**config.mk**
```make
export PLATFORM = sky130hd
export DESIGN_NAME = adcc_top
export DESIGN_NICKNAME = d
export VERILOG_FILES = /design/src/logic/adcc_pkg.sv /design/src/logic/adcc_top.sv /design/src/logic/adcc_result_mem.sv
export SDC_FILE = /design/constraint.sdc
export NUM_CORES = 1
export LEC_CHECK = 0
export BUFFER_PORTS_ARGS = -buffer_cell sky130_fd_sc_hd__buf_2
export CAP_MARGIN = 20
export CORE_MARGIN = 3
export CORE_UTILIZATION = 63
export CTS_CLUSTER_SIZE = 14
export DETAILED_ROUTE_END_ITERATION = 7
export PLACE_DENSITY_LB_ADDON = 0.2
export SYNTH_ARGS = -nofsm -noshare
export SYNTH_HDL_FRONTEND = slang
export SYNTH_SLANG_ARGS = --single-unit
```
**constraint.sdc**
```tcl
create_clock -name core_clk -period 3.5 [get_ports core_clk]
set_input_delay 0.35 -clock core_clk [delete_from_list [all_inputs] [get_ports core_clk]]
set_output_delay 0.35 -clock core_clk [all_outputs]
set_load 0.02 [all_outputs]
```
**src/logic/adcc_pkg.sv**
```systemverilog
package adcc_pkg;
  // register byte offsets on the 8-bit internal bus
  localparam logic [3:0] ADCC_OFS_RES_A_HI = 4'h0;
  localparam logic [3:0] ADCC_OFS_CSR      = 4'h8;
  localparam logic [3:0] ADCC_OFS_TRIG     = 4'h9;
  // control/status and trigger field positions
  localparam int ADCC_BIT_END   = 7;
  localparam int ADCC_BIT_IEN   = 6;
  localparam int ADCC_BIT_START = 5;
  localparam int ADCC_BIT_SCAN  = 4;
  localparam int ADCC_BIT_SPEED = 3;
  localparam int ADCC_BIT_GROUP = 2;
  localparam int ADCC_BIT_TEN   = 7;
  // reset values
  localparam logic [7:0] ADCC_CSR_RST  = 8'h00;
  localparam logic [7:0] ADCC_TRIG_RST = 8'h7F;
  localparam logic [7:0] ADCC_TRIG_RES = 8'h7F;
  // conversion times in states (clock cycles), maximum figures
  localparam int ADCC_CONV_SLOW_ST = 266;
  localparam int ADCC_CONV_FAST_ST = 134;
  localparam logic [8:0] ADCC_CONV_SLOW = 9'(ADCC_CONV_SLOW_ST - 1);
  localparam logic [8:0] ADCC_CONV_FAST = 9'(ADCC_CONV_FAST_ST - 1);
  // converter sequencer states
  typedef enum logic [1:0] {
    ADCC_IDLE = 2'b01,
    ADCC_CONV = 2'b10
  } adcc_state_t;
endpackage

```
**src/logic/adcc_top.sv**
```systemverilog
`timescale 1ns/1ps
// Operation
// - control/status clears on reset and standby
// - end flag after single or full scan
// - end flag cleared by read-1 then write-0
// - bit 6 gates end interrupt request
// - start bit set, held, single auto-clear
// - scan repeats until start cleared
// - bit 4 selects single or scan
// - bit 3 selects 266 or 134 states
// - group bit plus channel field selection
// - trigger register resets to 0x7F
// - enabled falling trigger edge starts conversion
// - trigger bits 6..0 read one
// - upper read returns byte, latches lower
// - lower read returns holding latch
// - results left-justified, low six zero
// - result goes to register by position
module adcc_top
  import adcc_pkg::*;
(
  // clock and reset
  input  wire logic       core_clk,
  input  wire logic       nrst,
  input  wire logic       standby,
  // 8-bit internal register bus
  input  wire logic [3:0] bus_addr,
  input  wire logic       bus_rd,
  input  wire logic       bus_wr,
  input  wire logic [7:0] bus_wdata,
  output logic      [7:0] bus_rdata,
  // converter interface
  input  wire logic       ext_trigger_n,
  output logic      [2:0] conv_channel,
  output logic            conv_sample,
  input  wire logic [9:0] conv_value,
  // interrupt request
  output logic            conv_end_irq
);
  logic        conv_end_flag_ff;
  logic        end_irq_enable_ff;
  logic        conv_start_bit_ff;
  logic        scan_mode_ff;
  logic        conv_speed_select_ff;
  logic        group_select_ff;
  logic [1:0]  chan_sel_ff;
  logic        ext_trigger_enable_ff;
  logic        end_seen_ff;
  logic        trig_d_ff;
  logic        rd_csr_ff;
  logic        rd_mem_ff;
  logic [7:0]  reg_rdata_ff;
  adcc_state_t state_ff;
  logic [8:0]  cnt_ff;
  logic [1:0]  pos_ff;
  logic [7:0]  mem_rdata;
  logic        csr_wr;
  logic        trig_fall;
  logic        conv_done;
  logic        last_pos;
  logic        set_end;
  logic        auto_clr;
  logic        start_req;

  assign csr_wr    = bus_wr && bus_addr == ADCC_OFS_CSR;
  // falling edge of the trigger pin, honoured only when enabled
  assign trig_fall = ext_trigger_enable_ff && trig_d_ff
                     && !ext_trigger_n;
  assign conv_done = state_ff == ADCC_CONV && cnt_ff == 9'h000;
  // scan pass ends at position n of the channel field, then wraps to 0
  assign last_pos  = !scan_mode_ff || pos_ff == chan_sel_ff;
  assign set_end   = conv_done && last_pos;
  assign auto_clr  = conv_done && !scan_mode_ff;
  assign start_req = trig_fall
                   || (csr_wr && bus_wdata[ADCC_BIT_START]);

  // trigger pin delay for edge detection
  always_ff @(posedge core_clk or negedge nrst)
  begin
    if (!nrst)
      trig_d_ff <= 1'b1;
    else
      trig_d_ff <= ext_trigger_n;
  end

  // control fields of the control/status register
  always_ff @(posedge core_clk or negedge nrst)
  begin
    if (!nrst)
    begin
      end_irq_enable_ff    <= ADCC_CSR_RST[ADCC_BIT_IEN];
      scan_mode_ff         <= ADCC_CSR_RST[ADCC_BIT_SCAN];
      conv_speed_select_ff <= ADCC_CSR_RST[ADCC_BIT_SPEED];
      group_select_ff      <= ADCC_CSR_RST[ADCC_BIT_GROUP];
      chan_sel_ff          <= ADCC_CSR_RST[1:0];
    end
    else if (standby)
    begin
      end_irq_enable_ff    <= ADCC_CSR_RST[ADCC_BIT_IEN];
      scan_mode_ff         <= ADCC_CSR_RST[ADCC_BIT_SCAN];
      conv_speed_select_ff <= ADCC_CSR_RST[ADCC_BIT_SPEED];
      group_select_ff      <= ADCC_CSR_RST[ADCC_BIT_GROUP];
      chan_sel_ff          <= ADCC_CSR_RST[1:0];
    end
    else if (csr_wr)
    begin
      end_irq_enable_ff    <= bus_wdata[ADCC_BIT_IEN];
      scan_mode_ff         <= bus_wdata[ADCC_BIT_SCAN];
      conv_speed_select_ff <= bus_wdata[ADCC_BIT_SPEED];
      group_select_ff      <= bus_wdata[ADCC_BIT_GROUP];
      chan_sel_ff          <= bus_wdata[1:0];
    end
  end

  // start bit: set by software or trigger, cleared by software or single-mode done
  always_ff @(posedge core_clk or negedge nrst)
  begin
    if (!nrst)
      conv_start_bit_ff <= 1'b0;
    else if (standby)
      conv_start_bit_ff <= 1'b0;
    else if (start_req)
      conv_start_bit_ff <= 1'b1;
    else if (csr_wr)
      conv_start_bit_ff <= 1'b0;
    else if (auto_clr)
      conv_start_bit_ff <= 1'b0;
  end

  // end flag: set wins, clear needs a prior read of it as one
  always_ff @(posedge core_clk or negedge nrst)
  begin
    if (!nrst)
    begin
      conv_end_flag_ff <= 1'b0;
      end_seen_ff      <= 1'b0;
    end
    else if (standby)
    begin
      conv_end_flag_ff <= 1'b0;
      end_seen_ff      <= 1'b0;
    end
    else if (set_end)
    begin
      conv_end_flag_ff <= 1'b1;
      end_seen_ff      <= 1'b0;
    end
    else if (csr_wr && !bus_wdata[ADCC_BIT_END] && end_seen_ff)
    begin
      conv_end_flag_ff <= 1'b0;
      end_seen_ff      <= 1'b0;
    end
    else if (rd_csr_ff && conv_end_flag_ff)
      end_seen_ff <= 1'b1;
  end

  // note a status read for the arming of the flag clear, and which
  // source answers the read in flight
  always_ff @(posedge core_clk or negedge nrst)
  begin
    if (!nrst)
    begin
      rd_csr_ff <= 1'b0;
      rd_mem_ff <= 1'b0;
    end
    else
    begin
      rd_csr_ff <= bus_rd && bus_addr == ADCC_OFS_CSR;
      rd_mem_ff <= bus_rd && bus_addr[3] == 1'b0;
    end
  end

  // trigger enable; other bits are fixed ones
  always_ff @(posedge core_clk or negedge nrst)
  begin
    if (!nrst)
      ext_trigger_enable_ff <= ADCC_TRIG_RST[ADCC_BIT_TEN];
    else if (standby)
      ext_trigger_enable_ff <= ADCC_TRIG_RST[ADCC_BIT_TEN];
    else if (bus_wr && bus_addr == ADCC_OFS_TRIG)
      ext_trigger_enable_ff <= bus_wdata[ADCC_BIT_TEN];
  end

  // conversion sequencer: counts states, steps channel position
  always_ff @(posedge core_clk or negedge nrst)
  begin
    if (!nrst)
    begin
      state_ff <= ADCC_IDLE;
      cnt_ff   <= 9'h000;
      pos_ff   <= 2'h0;
    end
    else if (standby || !conv_start_bit_ff || start_req)
    begin
      state_ff <= conv_start_bit_ff || start_req ? ADCC_CONV : ADCC_IDLE;
      cnt_ff   <= conv_speed_select_ff && !(csr_wr && !bus_wdata[3])
                  || csr_wr && bus_wdata[ADCC_BIT_SPEED]
                  ? ADCC_CONV_FAST : ADCC_CONV_SLOW;
      pos_ff   <= 2'h0;
      if (standby)
        state_ff <= ADCC_IDLE;
    end
    else
    begin
      case (state_ff)
        ADCC_IDLE:
          state_ff <= ADCC_CONV;
        ADCC_CONV:
          if (conv_done)
          begin
            cnt_ff <= conv_speed_select_ff ? ADCC_CONV_FAST
                                           : ADCC_CONV_SLOW;
            if (!scan_mode_ff)
              state_ff <= ADCC_IDLE;
            else if (last_pos)
              pos_ff <= 2'h0;
            else
              pos_ff <= pos_ff + 2'h1;
          end
          else
            cnt_ff <= cnt_ff - 9'h001;
        default:
          state_ff <= ADCC_IDLE;
      endcase
    end
  end

  // channel and sample outputs toward the analog core
  always_ff @(posedge core_clk or negedge nrst)
  begin
    if (!nrst)
    begin
      conv_channel <= 3'h0;
      conv_sample  <= 1'b0;
    end
    else
    begin
      conv_channel <= {group_select_ff,
                       scan_mode_ff ? pos_ff : chan_sel_ff};
      conv_sample  <= state_ff == ADCC_CONV;
    end
  end

  // interrupt request follows flag and enable
  always_ff @(posedge core_clk or negedge nrst)
  begin
    if (!nrst)
      conv_end_irq <= 1'b0;
    else
      conv_end_irq <= conv_end_flag_ff && end_irq_enable_ff;
  end

  // control register read data
  always_ff @(posedge core_clk or negedge nrst)
  begin
    if (!nrst)
      reg_rdata_ff <= 8'h00;
    else if (bus_rd && bus_addr == ADCC_OFS_CSR)
      reg_rdata_ff <= {conv_end_flag_ff, end_irq_enable_ff,
                       conv_start_bit_ff, scan_mode_ff,
                       conv_speed_select_ff, group_select_ff,
                       chan_sel_ff};
    else if (bus_rd && bus_addr == ADCC_OFS_TRIG)
      reg_rdata_ff <= {ext_trigger_enable_ff, ADCC_TRIG_RES[6:0]};
    else
      reg_rdata_ff <= 8'h00;
  end

  // result storage; slot index equals position in group
  adcc_result_mem u_mem (
    .core_clk (core_clk),
    .nrst     (nrst),
    .standby  (standby),
    .wr_en    (conv_done),
    .wr_idx   (scan_mode_ff ? pos_ff : chan_sel_ff),
    .wr_data  (conv_value),
    .rd_en    (bus_rd && bus_addr[3] == 1'b0),
    .rd_idx   (bus_addr[2:1]),
    .rd_low   (bus_addr[0]),
    .rd_data  (mem_rdata)
  );

  // bus read mux; both sources are registered, so the answer stands
  // two cycles after the strobe and reads zero when no read is in flight
  always_ff @(posedge core_clk or negedge nrst)
  begin
    if (!nrst)
      bus_rdata <= 8'h00;
    else
      bus_rdata <= rd_mem_ff ? mem_rdata : reg_rdata_ff;
  end
endmodule // adcc_top

```
**src/logic/adcc_result_mem.sv**
```systemverilog
`timescale 1ns/1ps
// four 10-bit result words, registered byte read with lower-byte latch
module adcc_result_mem
  import adcc_pkg::*;
(
  // clock and reset
  input  wire logic       core_clk,
  input  wire logic       nrst,
  input  wire logic       standby,
  // write side from the sequencer
  input  wire logic       wr_en,
  input  wire logic [1:0] wr_idx,
  input  wire logic [9:0] wr_data,
  // read side
  input  wire logic       rd_en,
  input  wire logic [1:0] rd_idx,
  input  wire logic       rd_low,
  output logic      [7:0] rd_data
);
  logic [9:0] mem_ff [4];
  logic [7:0] hold_ff;

  // result storage, cleared by reset and standby
  always_ff @(posedge core_clk or negedge nrst)
  begin
    if (!nrst)
      for (int i = 0; i < 4; i++) mem_ff[i] <= 10'h000;
    else if (standby)
      for (int i = 0; i < 4; i++) mem_ff[i] <= 10'h000;
    else if (wr_en)
      mem_ff[wr_idx] <= wr_data;
  end

  // lower-byte holding latch, loaded by an upper-byte read
  always_ff @(posedge core_clk or negedge nrst)
  begin
    if (!nrst)
      hold_ff <= 8'h00;
    else if (standby)
      hold_ff <= 8'h00;
    else if (rd_en && !rd_low)
      hold_ff <= {mem_ff[rd_idx][1:0], 6'h00};
  end

  // registered read data
  always_ff @(posedge core_clk or negedge nrst)
  begin
    if (!nrst)
      rd_data <= 8'h00;
    else if (rd_en)
      rd_data <= rd_low ? hold_ff
                        : mem_ff[rd_idx][9:2];
  end
endmodule // adcc_result_mem

```
Yosys cells after proc, flatten, opt, wreduce, memory -nomap -nowiden:

Cells that the tools add are included.

* register bits after elaboration: 103
* input port bits: 28
* logic and storage cells: 141

* $add $sub $neg: 2
* magnitude comparators: 3
* equality and inequality tests: 7
* muxes and demuxes: 54
* bitwise gates (word level): 3
* reduce and logical (&&, ||, !) cells: 46

Operators by type and width (number)
* $mux W40: 2
* $mux W8: 6
* $mux W9: 5
* $bwmux W40: 1
* $mux W10: 3
* $mux W2: 13
* $mux W1: 21
* $bmux W10 S2: 1
* $demux W10 S2: 1
* $logic_and A1 B1 Y1: 20
* $reduce_bool A2 Y1: 7
* $logic_not A9 Y1: 1
* $sub A9 B1 Y9 const B: 1
* $eq A4 B4 Y1 const B: 2
* $reduce_bool A4 Y1: 2
* $logic_not A1 Y1: 7
* $ge A3 B3 Y1 const B: 2
* $logic_or A1 B1 Y1: 6
* $ne A3 B3 Y1 const B: 2
* $not A2 Y3: 2
* $pmux W2 S2: 1
* $lt A3 B1 Y1 const B: 1
* $reduce_and A3 Y1: 1
* $reduce_bool A3 Y1: 1
* other kinds (6): 6

Longest topological paths before layout:

Gate-level depths: netlist of the first run.

* depth in word-level cells: 9
* gate-level depth with buffers: 7
* gate-level depth less buffers: 6

Cells and area by module:

From an unflattened synthesis of the first run, not the netlist that was laid out.

* cell total of the unflattened synthesis: 395
* area, all modules: 4384.2 µm²

Modules (own cells, without submodules)
* adcc_result_mem: instances 1, cells an instance 197, area each 2290.9 µm², sequential area each 1251.2 µm²
* adcc_top: instances 1, cells an instance 198, area each 2093.3 µm², sequential area each 1178.6 µm²

Worst setup path before layout of the first run:

No wires, ideal clock.

* path type: register to register
* start point: register cnt_ff[5]
* end point: register cnt_ff[8]
* setup time: 0.125 ns
* data arrival time: 1.713 ns
* setup slack: 1.662 ns
* stages on the path, launching flop included: 5
* buffers on the path: 0
* period minus slack after synthesis: 1.838 ns
* cells stage by stage: dfrtp_1 -> or4_1 -> nor3_1 -> mux2_2 -> mux2_2

* longest elaborated chain between the ends: 5
* elaborated cells between the ends (all ways): 6
* classes of those cells: add/sub: 1; mux: 3; reduce/logical: 2

Ends and longest elaborated chain
* start: declaration: RTL line adcc_top.sv:54 `logic [8:0] cnt_ff;`
* start signal: assignment: RTL line adcc_top.sv:196 `cnt_ff <= conv_speed_select_ff && !(csr_wr && !bus_wdata[3])`
* start signal: assignment: RTL line adcc_top.sv:211 `cnt_ff <= conv_speed_select_ff ? ADCC_CONV_FAST`
* start signal: assignment: RTL line adcc_top.sv:221 `cnt_ff <= cnt_ff - 9'h001;`
* parallel branches: the longest is 2 deep, another holds $sub A9 B1 Y9
* $mux W9 (*): RTL line adcc_top.sv:209 `if (conv_done)`
* $mux W9 (*): RTL line adcc_top.sv:205 `case (state_ff)`
* $mux W9 (*): RTL line adcc_top.sv:193 `else if (standby || !conv_start_bit_ff || start_req)`

Mark *: on every way between the ends. The select of a mux whose other input is x is not followed.
A chain may end at the register's enable or synchronous reset.

Worst setup path in the final report of the first run:

* start point: register cnt_ff[4]
* end point: register u_mem.mem_ff[20] (netlist name)

* longest elaborated chain between the ends: 3

Ends and longest elaborated chain
* $logic_not A9 Y1: RTL line adcc_top.sv:69 `assign conv_done = state_ff == ADCC_CONV && cnt_ff == 9'h000;`
* $logic_and A1 B1 Y1: RTL line adcc_top.sv:69
* $reduce_bool A2 Y1 (no line)
* end signal: indexed assignment: RTL line adcc_result_mem.sv:31 `mem_ff[wr_idx] <= wr_data;`
* end: declaration: RTL line adcc_result_mem.sv:20 `logic [9:0] mem_ff [4];`

Every way passes these cells.

==> results of run 1 <==
[critical path, cell delays in order (launching register included)]
cell	delay [ns]
dfrtp_1	0.46
nor4_4	0.54
nand3_1	0.62
o21ai_0	0.40
a21oi_1	0.11
[sequential cells by signal, summed over array words and instances, names as in the netlist, 2 cells and up]
name	flops
bus_rdata	8
chan_sel_ff	2
cnt_ff	9
conv_channel	3
pos_ff	2
reg_rdata_ff	8
state_ff	2
u_mem.hold_ff	2
u_mem.mem_ff	40
u_mem.rd_data	8
[per-layer routing]
| metal | wire length, µm | global-route usage (%) | up-vias |
|---|---|---|---|
| li1 | - | - | 1577 |
| met1 | 4379 | 39.27 | 1731 |
| met2 | 4936 | 39.83 | 155 |
| met3 | 661 | 5.188 | 15 |
| met4 | 136 | 6.378 | 0 |
| met5 | 0 | 0 | - |
[cell families after synthesis]
family / after synthesis / share of synthesized area (%)
AO/OA/AOI/OAI: 135 / 17.25
AND/OR/NAND/NOR: 116 / 14.25
flip-flops: 97 / 54.47
buffers and inverters: 39 / 3.955
multiplexers: 27 / 9.201
XOR/XNOR: 3 / 0.5892
adder cells (fa/ha/maj): 1 / 0.2805
[area by class of cell]
| cell class | instances | area, µm² |
|---|---|---|
| Sequential cell | 97 | 2430 |
| Fill cell | 524 | 1924 |
| Multi-Input combinational cell | 282 | 1869 |
| Timing Repair Buffer | 47 | 252.7 |
| Clock buffer | 9 | 123.9 |
| Tap cell | 96 | 120.1 |
| Clock inverter | 7 | 85.08 |
| Inverter | 7 | 26.28 |
[power breakdown]
group	internal, mW	total [mW]	leakage (nW)	switching (mW)
logic	0.0298	0.0995	0.697	0.0697
registers	1.13	1.13	1.33	0.00674
clock network	0.346	0.768	0.107	0.423
[placed cells by master, fill, tap and decap left out, drive strengths merged, types with 2 or more instances in the layout]
cell type / Yosys / routed
dfrtp: 95 / 95
a21oi: 58 / 58
o21ai: 49 / 49
nand3: 46 / 46
buf: 8 / 46
nand2: 25 / 25
mux2: 12 / 12
mux4: 10 / 10
clkbuf: 23 / 10
inv: 6 / 10
nor2: 9 / 9
o21a: 6 / 6
a22o: 6 / 6
nor3: 6 / 6
mux2i: 5 / 5
nand2b: 4 / 4
and2: 4 / 4
a31oi: 4 / 4
and3: 3 / 3
xor2: 3 / 3
clkinv: 1 / 3
or3: 3 / 3
nor2b: 2 / 2
and4bb: 2 / 2
o211ai: 2 / 2
nand3b: 2 / 2
dfstp: 2 / 2
nor4: 2 / 2
nand4: 2 / 2
o22ai: 2 / 2
[worst min-delay path by stage]
stage / from / endpoint / slack [ns] / depth (start not counted)
floorplan: nrst / bus_rdata[0] / 0.05 / 0
global placement: group_select_ff / conv_channel[2] / 0.41 / 0
detailed placement: group_select_ff / conv_channel[2] / 0.42 / 0
CTS: nrst / conv_end_irq / 0.06 / 1
global route: ext_trigger_n / trig_d_ff / 0.06 / 1
finish: nrst / group_select_ff / 0.03 / 1
[metrics by stage]
step / worst slack (ns) / hold WS, ns / power, mW
finish: 1.232 / 0.02819 / 2.002
detailed placement: 1.249 / 0.4178 / 1.256
global route: 1.033 / 0.06257 / 2.084
global placement: 1.349 / 0.4074 / 1.254
CTS: 1.232 / 0.05843 / 2.008
floorplan: 1.662 / 0.05441 / 1.198
==> results_dict.tcl, run 1 <==
set metrics [dict create \
    status "finished, final reports clean" \
    placed_area_um2 4693 \
    grt_pass1_vias 3286 \
    grt_pass1_wl_um 17080 \
    area_delta_synth_final_pct 10.01 \
    power.density_nw_per_um2 407.9 \
    path_class "register to register" \
    cts_tree "done" \
    utilization_pct 71.83 \
    dpl.hpwl_um 6495 \
    rsz0062_at_grt "no" \
    die-area_um2 8126 \
    yosys_warnings 0 \
    postCtsSetupBuffers 0 \
    start_util_pct 65.29 \
    holdCritPathClass "input port to async pin" \
    setup.worst_path.end "u_mem.mem_ff[20]" \
    ios 41 \
    slew-limit-headroom_pct 49.38 \
    first_pass_iters 5 \
    finalMaxSlewViolations 0 \
    rrSetupSlack_ns 1.23 \
    r2r-start "cnt_ff[4]" \
    ys_ff_latch 97 \
    clock_sinks 97 \
    cts_root_buffer "clkbuf_8" \
    synthCells 418 \
    ant_nets 0 \
    cts_resized 0 \
    grt.total_usage_pct 26.19 \
    drtIter0Drc 367 \
    stdcell_count 545 \
    place_congestion 0.8870 \
    worstReg2RegEnd "u_mem.mem_ff[20]" \
    cp.required_ns 3.73 \
    numCtsBuffers 9 \
    core_area_um2 6832 \
    fin_setup_tns_ns 0 \
    synth_most_common_cell "dfrtp_1" \
    reg2reg_depth 4 \
    io_buffers 40 \
    crit_arrival_ns 2.49 \
    synth_area_leaders "dfrtp_1 (53%), a21oi_1 (6.5%), nand3_1 (5.2%)" \
    synth-edff-count 0 \
    wire_per_inst_um 18.56 \
    tightest_slew_ns 0.7592 \
    setup_viol 0 \
    htree_levels 3 \
    final_cell_area_um2 4907 \
    p_leak_nw 2.134 \
    endpoint_kind "register" \
    nets 473 \
    ys_types 56 \
    synth-seq-area-share_pct 54.47 \
    period_share_pct 64.80 \
    antenna_cells 0 \
    fp-row-count 30 \
    dp_cells 528 \
    antenna_found_initial 0 \
    cts.clk_slew.worst_paths_ns 0.10 \
    die_w_um 90.15 \
    die_h_um 90.15 \
    hold_violations 0 \
    async_reset_ff_share_pct 100.0 \
    yosys_most_used_dff "dfrtp_1" \
    postCtsHoldBufs 0 \
    insertion_delay_ns 0.37 \
    netlist_area_um2 4461 \
    synth_common_cells "dfrtp_1 (95), a21oi_1 (58), nand3_1 (46)" \
    startpoint "cnt_ff[4]" \
    crit_fanout 20 \
    drive_gt1_share_pct 22.27 \
    vias 3478 \
    syn_area_per_cell_um2 10.67 \
    clockBufferDepth 2 \
    synth_largest_area_cell "dfrtp_1" \
    drc 0 \
    setup.worst_path.start_class "register" \
    wirelength_um 10110 \
    max-vdd-ir-drop_mv 0.2263 \
    syn_nets 447 \
    viasPerCell 6.382 \
    max_freq_ghz 0.4409 \
    skew_ns 0.01305 \
    grt_overflow 0 \
    cap_violations 0 \
    grt_max_degree 58 \
    post-route-min-period_ns 2.268 \
    netlist.area_leader.share_pct 53.30 \
]
Note: power is estimated with default switching activity, not from simulation.
==> inputs of run 2 (changes only) <==
- CORE_UTILIZATION: 63 -> 59
- clock period: 3.5 -> 2.3 ns (I/O delays scaled with it)
==> run 2 against run 1 <==
Compared with the run above: hold slack improved by 0.051 ns; critical path type unchanged; die area increased by 6.3%; total power grew 49%; final area is 2.2% higher; global-route usage shrank 1.0 points; core utilization is 3.0 points lower.
==> results_dict.tcl, run 2 (same netlist as run 1, synthesis figures left out) <==
set metrics [dict create \
    status "finished, final reports clean" \
    max-vdd-ir-drop_mv 0.3516 \
    placed_area_um2 4800 \
    final_cell_area_um2 5017 \
    cts_root_buffer "clkbuf_8" \
    fin_setup_tns_ns 0 \
    p_leak_nw 2.195 \
    wire_per_inst_um 18.55 \
    die_h_um 92.95 \
    power.density_nw_per_um2 594.6 \
    die_w_um 92.95 \
    first_pass_iters 5 \
    area_delta_synth_final_pct 12.48 \
    path_class "register to register" \
    drive_gt1_share_pct 24.03 \
    clock_sinks 97 \
    fp-row-count 31 \
    finalMaxSlewViolations 0 \
    drc 0 \
    drtIter0Drc 358 \
    period_share_pct 89.66 \
    clockBufferDepth 2 \
    cp.required_ns 2.55 \
    wirelength_um 10400 \
    skew_ns 0.01511 \
    cts_tree "done" \
    holdCritPathClass "input port to register" \
    top_register "u_mem.mem_ff" \
    setup.worst_path.start_class "register" \
    setup_viol 0 \
    final_common_cell "dfrtp_1" \
    core_area_um2 7292 \
    grt.total_usage_pct 25.17 \
    utilization_pct 68.81 \
    post-route-min-period_ns 2.062 \
    reg.largest.list "u_mem.mem_ff x40, cnt_ff x9" \
    viasPerCell 6.237 \
    ant_nets 0 \
    start_util_pct 61.17 \
    slew-limit-headroom_pct 59.57 \
    nets 486 \
    grt_overflow 0 \
    tightest_slew_ns 0.6064 \
    endpoint_kind "register" \
    postCtsSetupBuffers 0 \
    grt_max_degree 55 \
    io_buffers 40 \
    place_congestion 0.9086 \
    cap_violations 0 \
    hold_violations 0 \
    vias 3499 \
    antenna_found_initial 0 \
    final_cell_mix "dfrtp_1 (95), a21oi_1 (58), nand3_1 (46)" \
    grt_pass1_vias 3351 \
    crit_fanout 7 \
    ios 41 \
    largest_reg_flops 40 \
    rsz0062_at_grt "no" \
    cts.clk_slew.worst_paths_ns 0.10 \
    numCtsBuffers 9 \
    grt_pass1_wl_um 16990 \
    dpl.hpwl_um 6698 \
    antenna_cells 0 \
    crit_arrival_ns 2.32 \
    max_freq_ghz 0.4849 \
    htree_levels 3 \
    die-area_um2 8640 \
    insertion_delay_ns 0.38 \
]
[run 2: changes by cell type in the layout (fill, tap and decap cells not counted)]
| cell | previous run | this run |
|---|---|---|
| buf_12 | 0 | 1 |
| buf_4 | 7 | 18 |
| bufinv_16 | 1 | 0 |
| clkbuf_2 | 1 | 0 |
| clkinv_8 | 0 | 1 |
| dlygate4sd3_1 | 0 | 2 |
| inv_6 | 3 | 2 |
| inv_8 | 1 | 2 |
[run 2: final timing paths]
kind,from,cells after the start,slack (ns),to
max reg2reg,cnt_ff[0],6,0.24,cnt_ff[8]
max,cnt_ff[0],6,0.24,cnt_ff[8]
min,bus_wdata[6],3,0.08,end_irq_enable_ff
min in group asynchronous,nrst,2,0.40,ext_trigger_enable_ff
max in group asynchronous,nrst,3,1.25,reg_rdata_ff[7]
min reg2reg,group_select_ff,0,0.43,conv_channel[2]
[run 2: metal layers]
layer  track usage [%]  vias up  part of all wire (%)
li1                  -     1596                     -
met1             36.32     1755                    43
met2             39.41      130                    49
met3             4.874       18                   6.0
met4             6.716        0                   1.3
met5                 0        -                     0
[run 2: worst max-delay path: stages (launching register included)]
cell	delay, ns
dfrtp_1	0.40
inv_1	0.08
ha_1	0.21
nand4bb_1	0.31
nor3_1	0.32
mux2_2	0.36
mux2_2	0.27
[run 2: stage by stage]
stage / power [mW] / cells / setup slack [ns] / hold WS [ns]
floorplan: 1.823 / 418 / 0.4620 / -0.06559
global placement: 1.918 / 543 / 0.4051 / 0.2787
detailed placement: 1.920 / 543 / 0.2955 / 0.2821
CTS: 3.008 / 561 / 0.2662 / 0.07195
global route: 3.100 / 561 / 0.1286 / 0.08322
finish: 2.983 / 561 / 0.2379 / 0.07872
[run 2: power by group]
| part | total (mW) | leakage [nW] | switching, mW | internal, mW |
|---|---|---|---|---|
| registers | 1.73 | 1.33 | 0.0100 | 1.72 |
| logic | 0.163 | 0.764 | 0.109 | 0.0541 |
| clock network | 1.10 | 0.101 | 0.666 | 0.429 |
[run 2: final cells by class]
class / count / area [µm²]
well taps: 99 / 123.9
inverters: 7 / 26.28
multi-input cells: 282 / 1869
clock inverters: 7 / 73.82
fillers: 585 / 2275
clock buffers: 9 / 123.9
flip-flops and latches: 97 / 2430
repair buffers: 60 / 370.4
[run 2: timing repair]
action,in CTS,in global routing
hold buffers,2,0
endpoints found under the hold margin,44,0
resized for setup,0,0
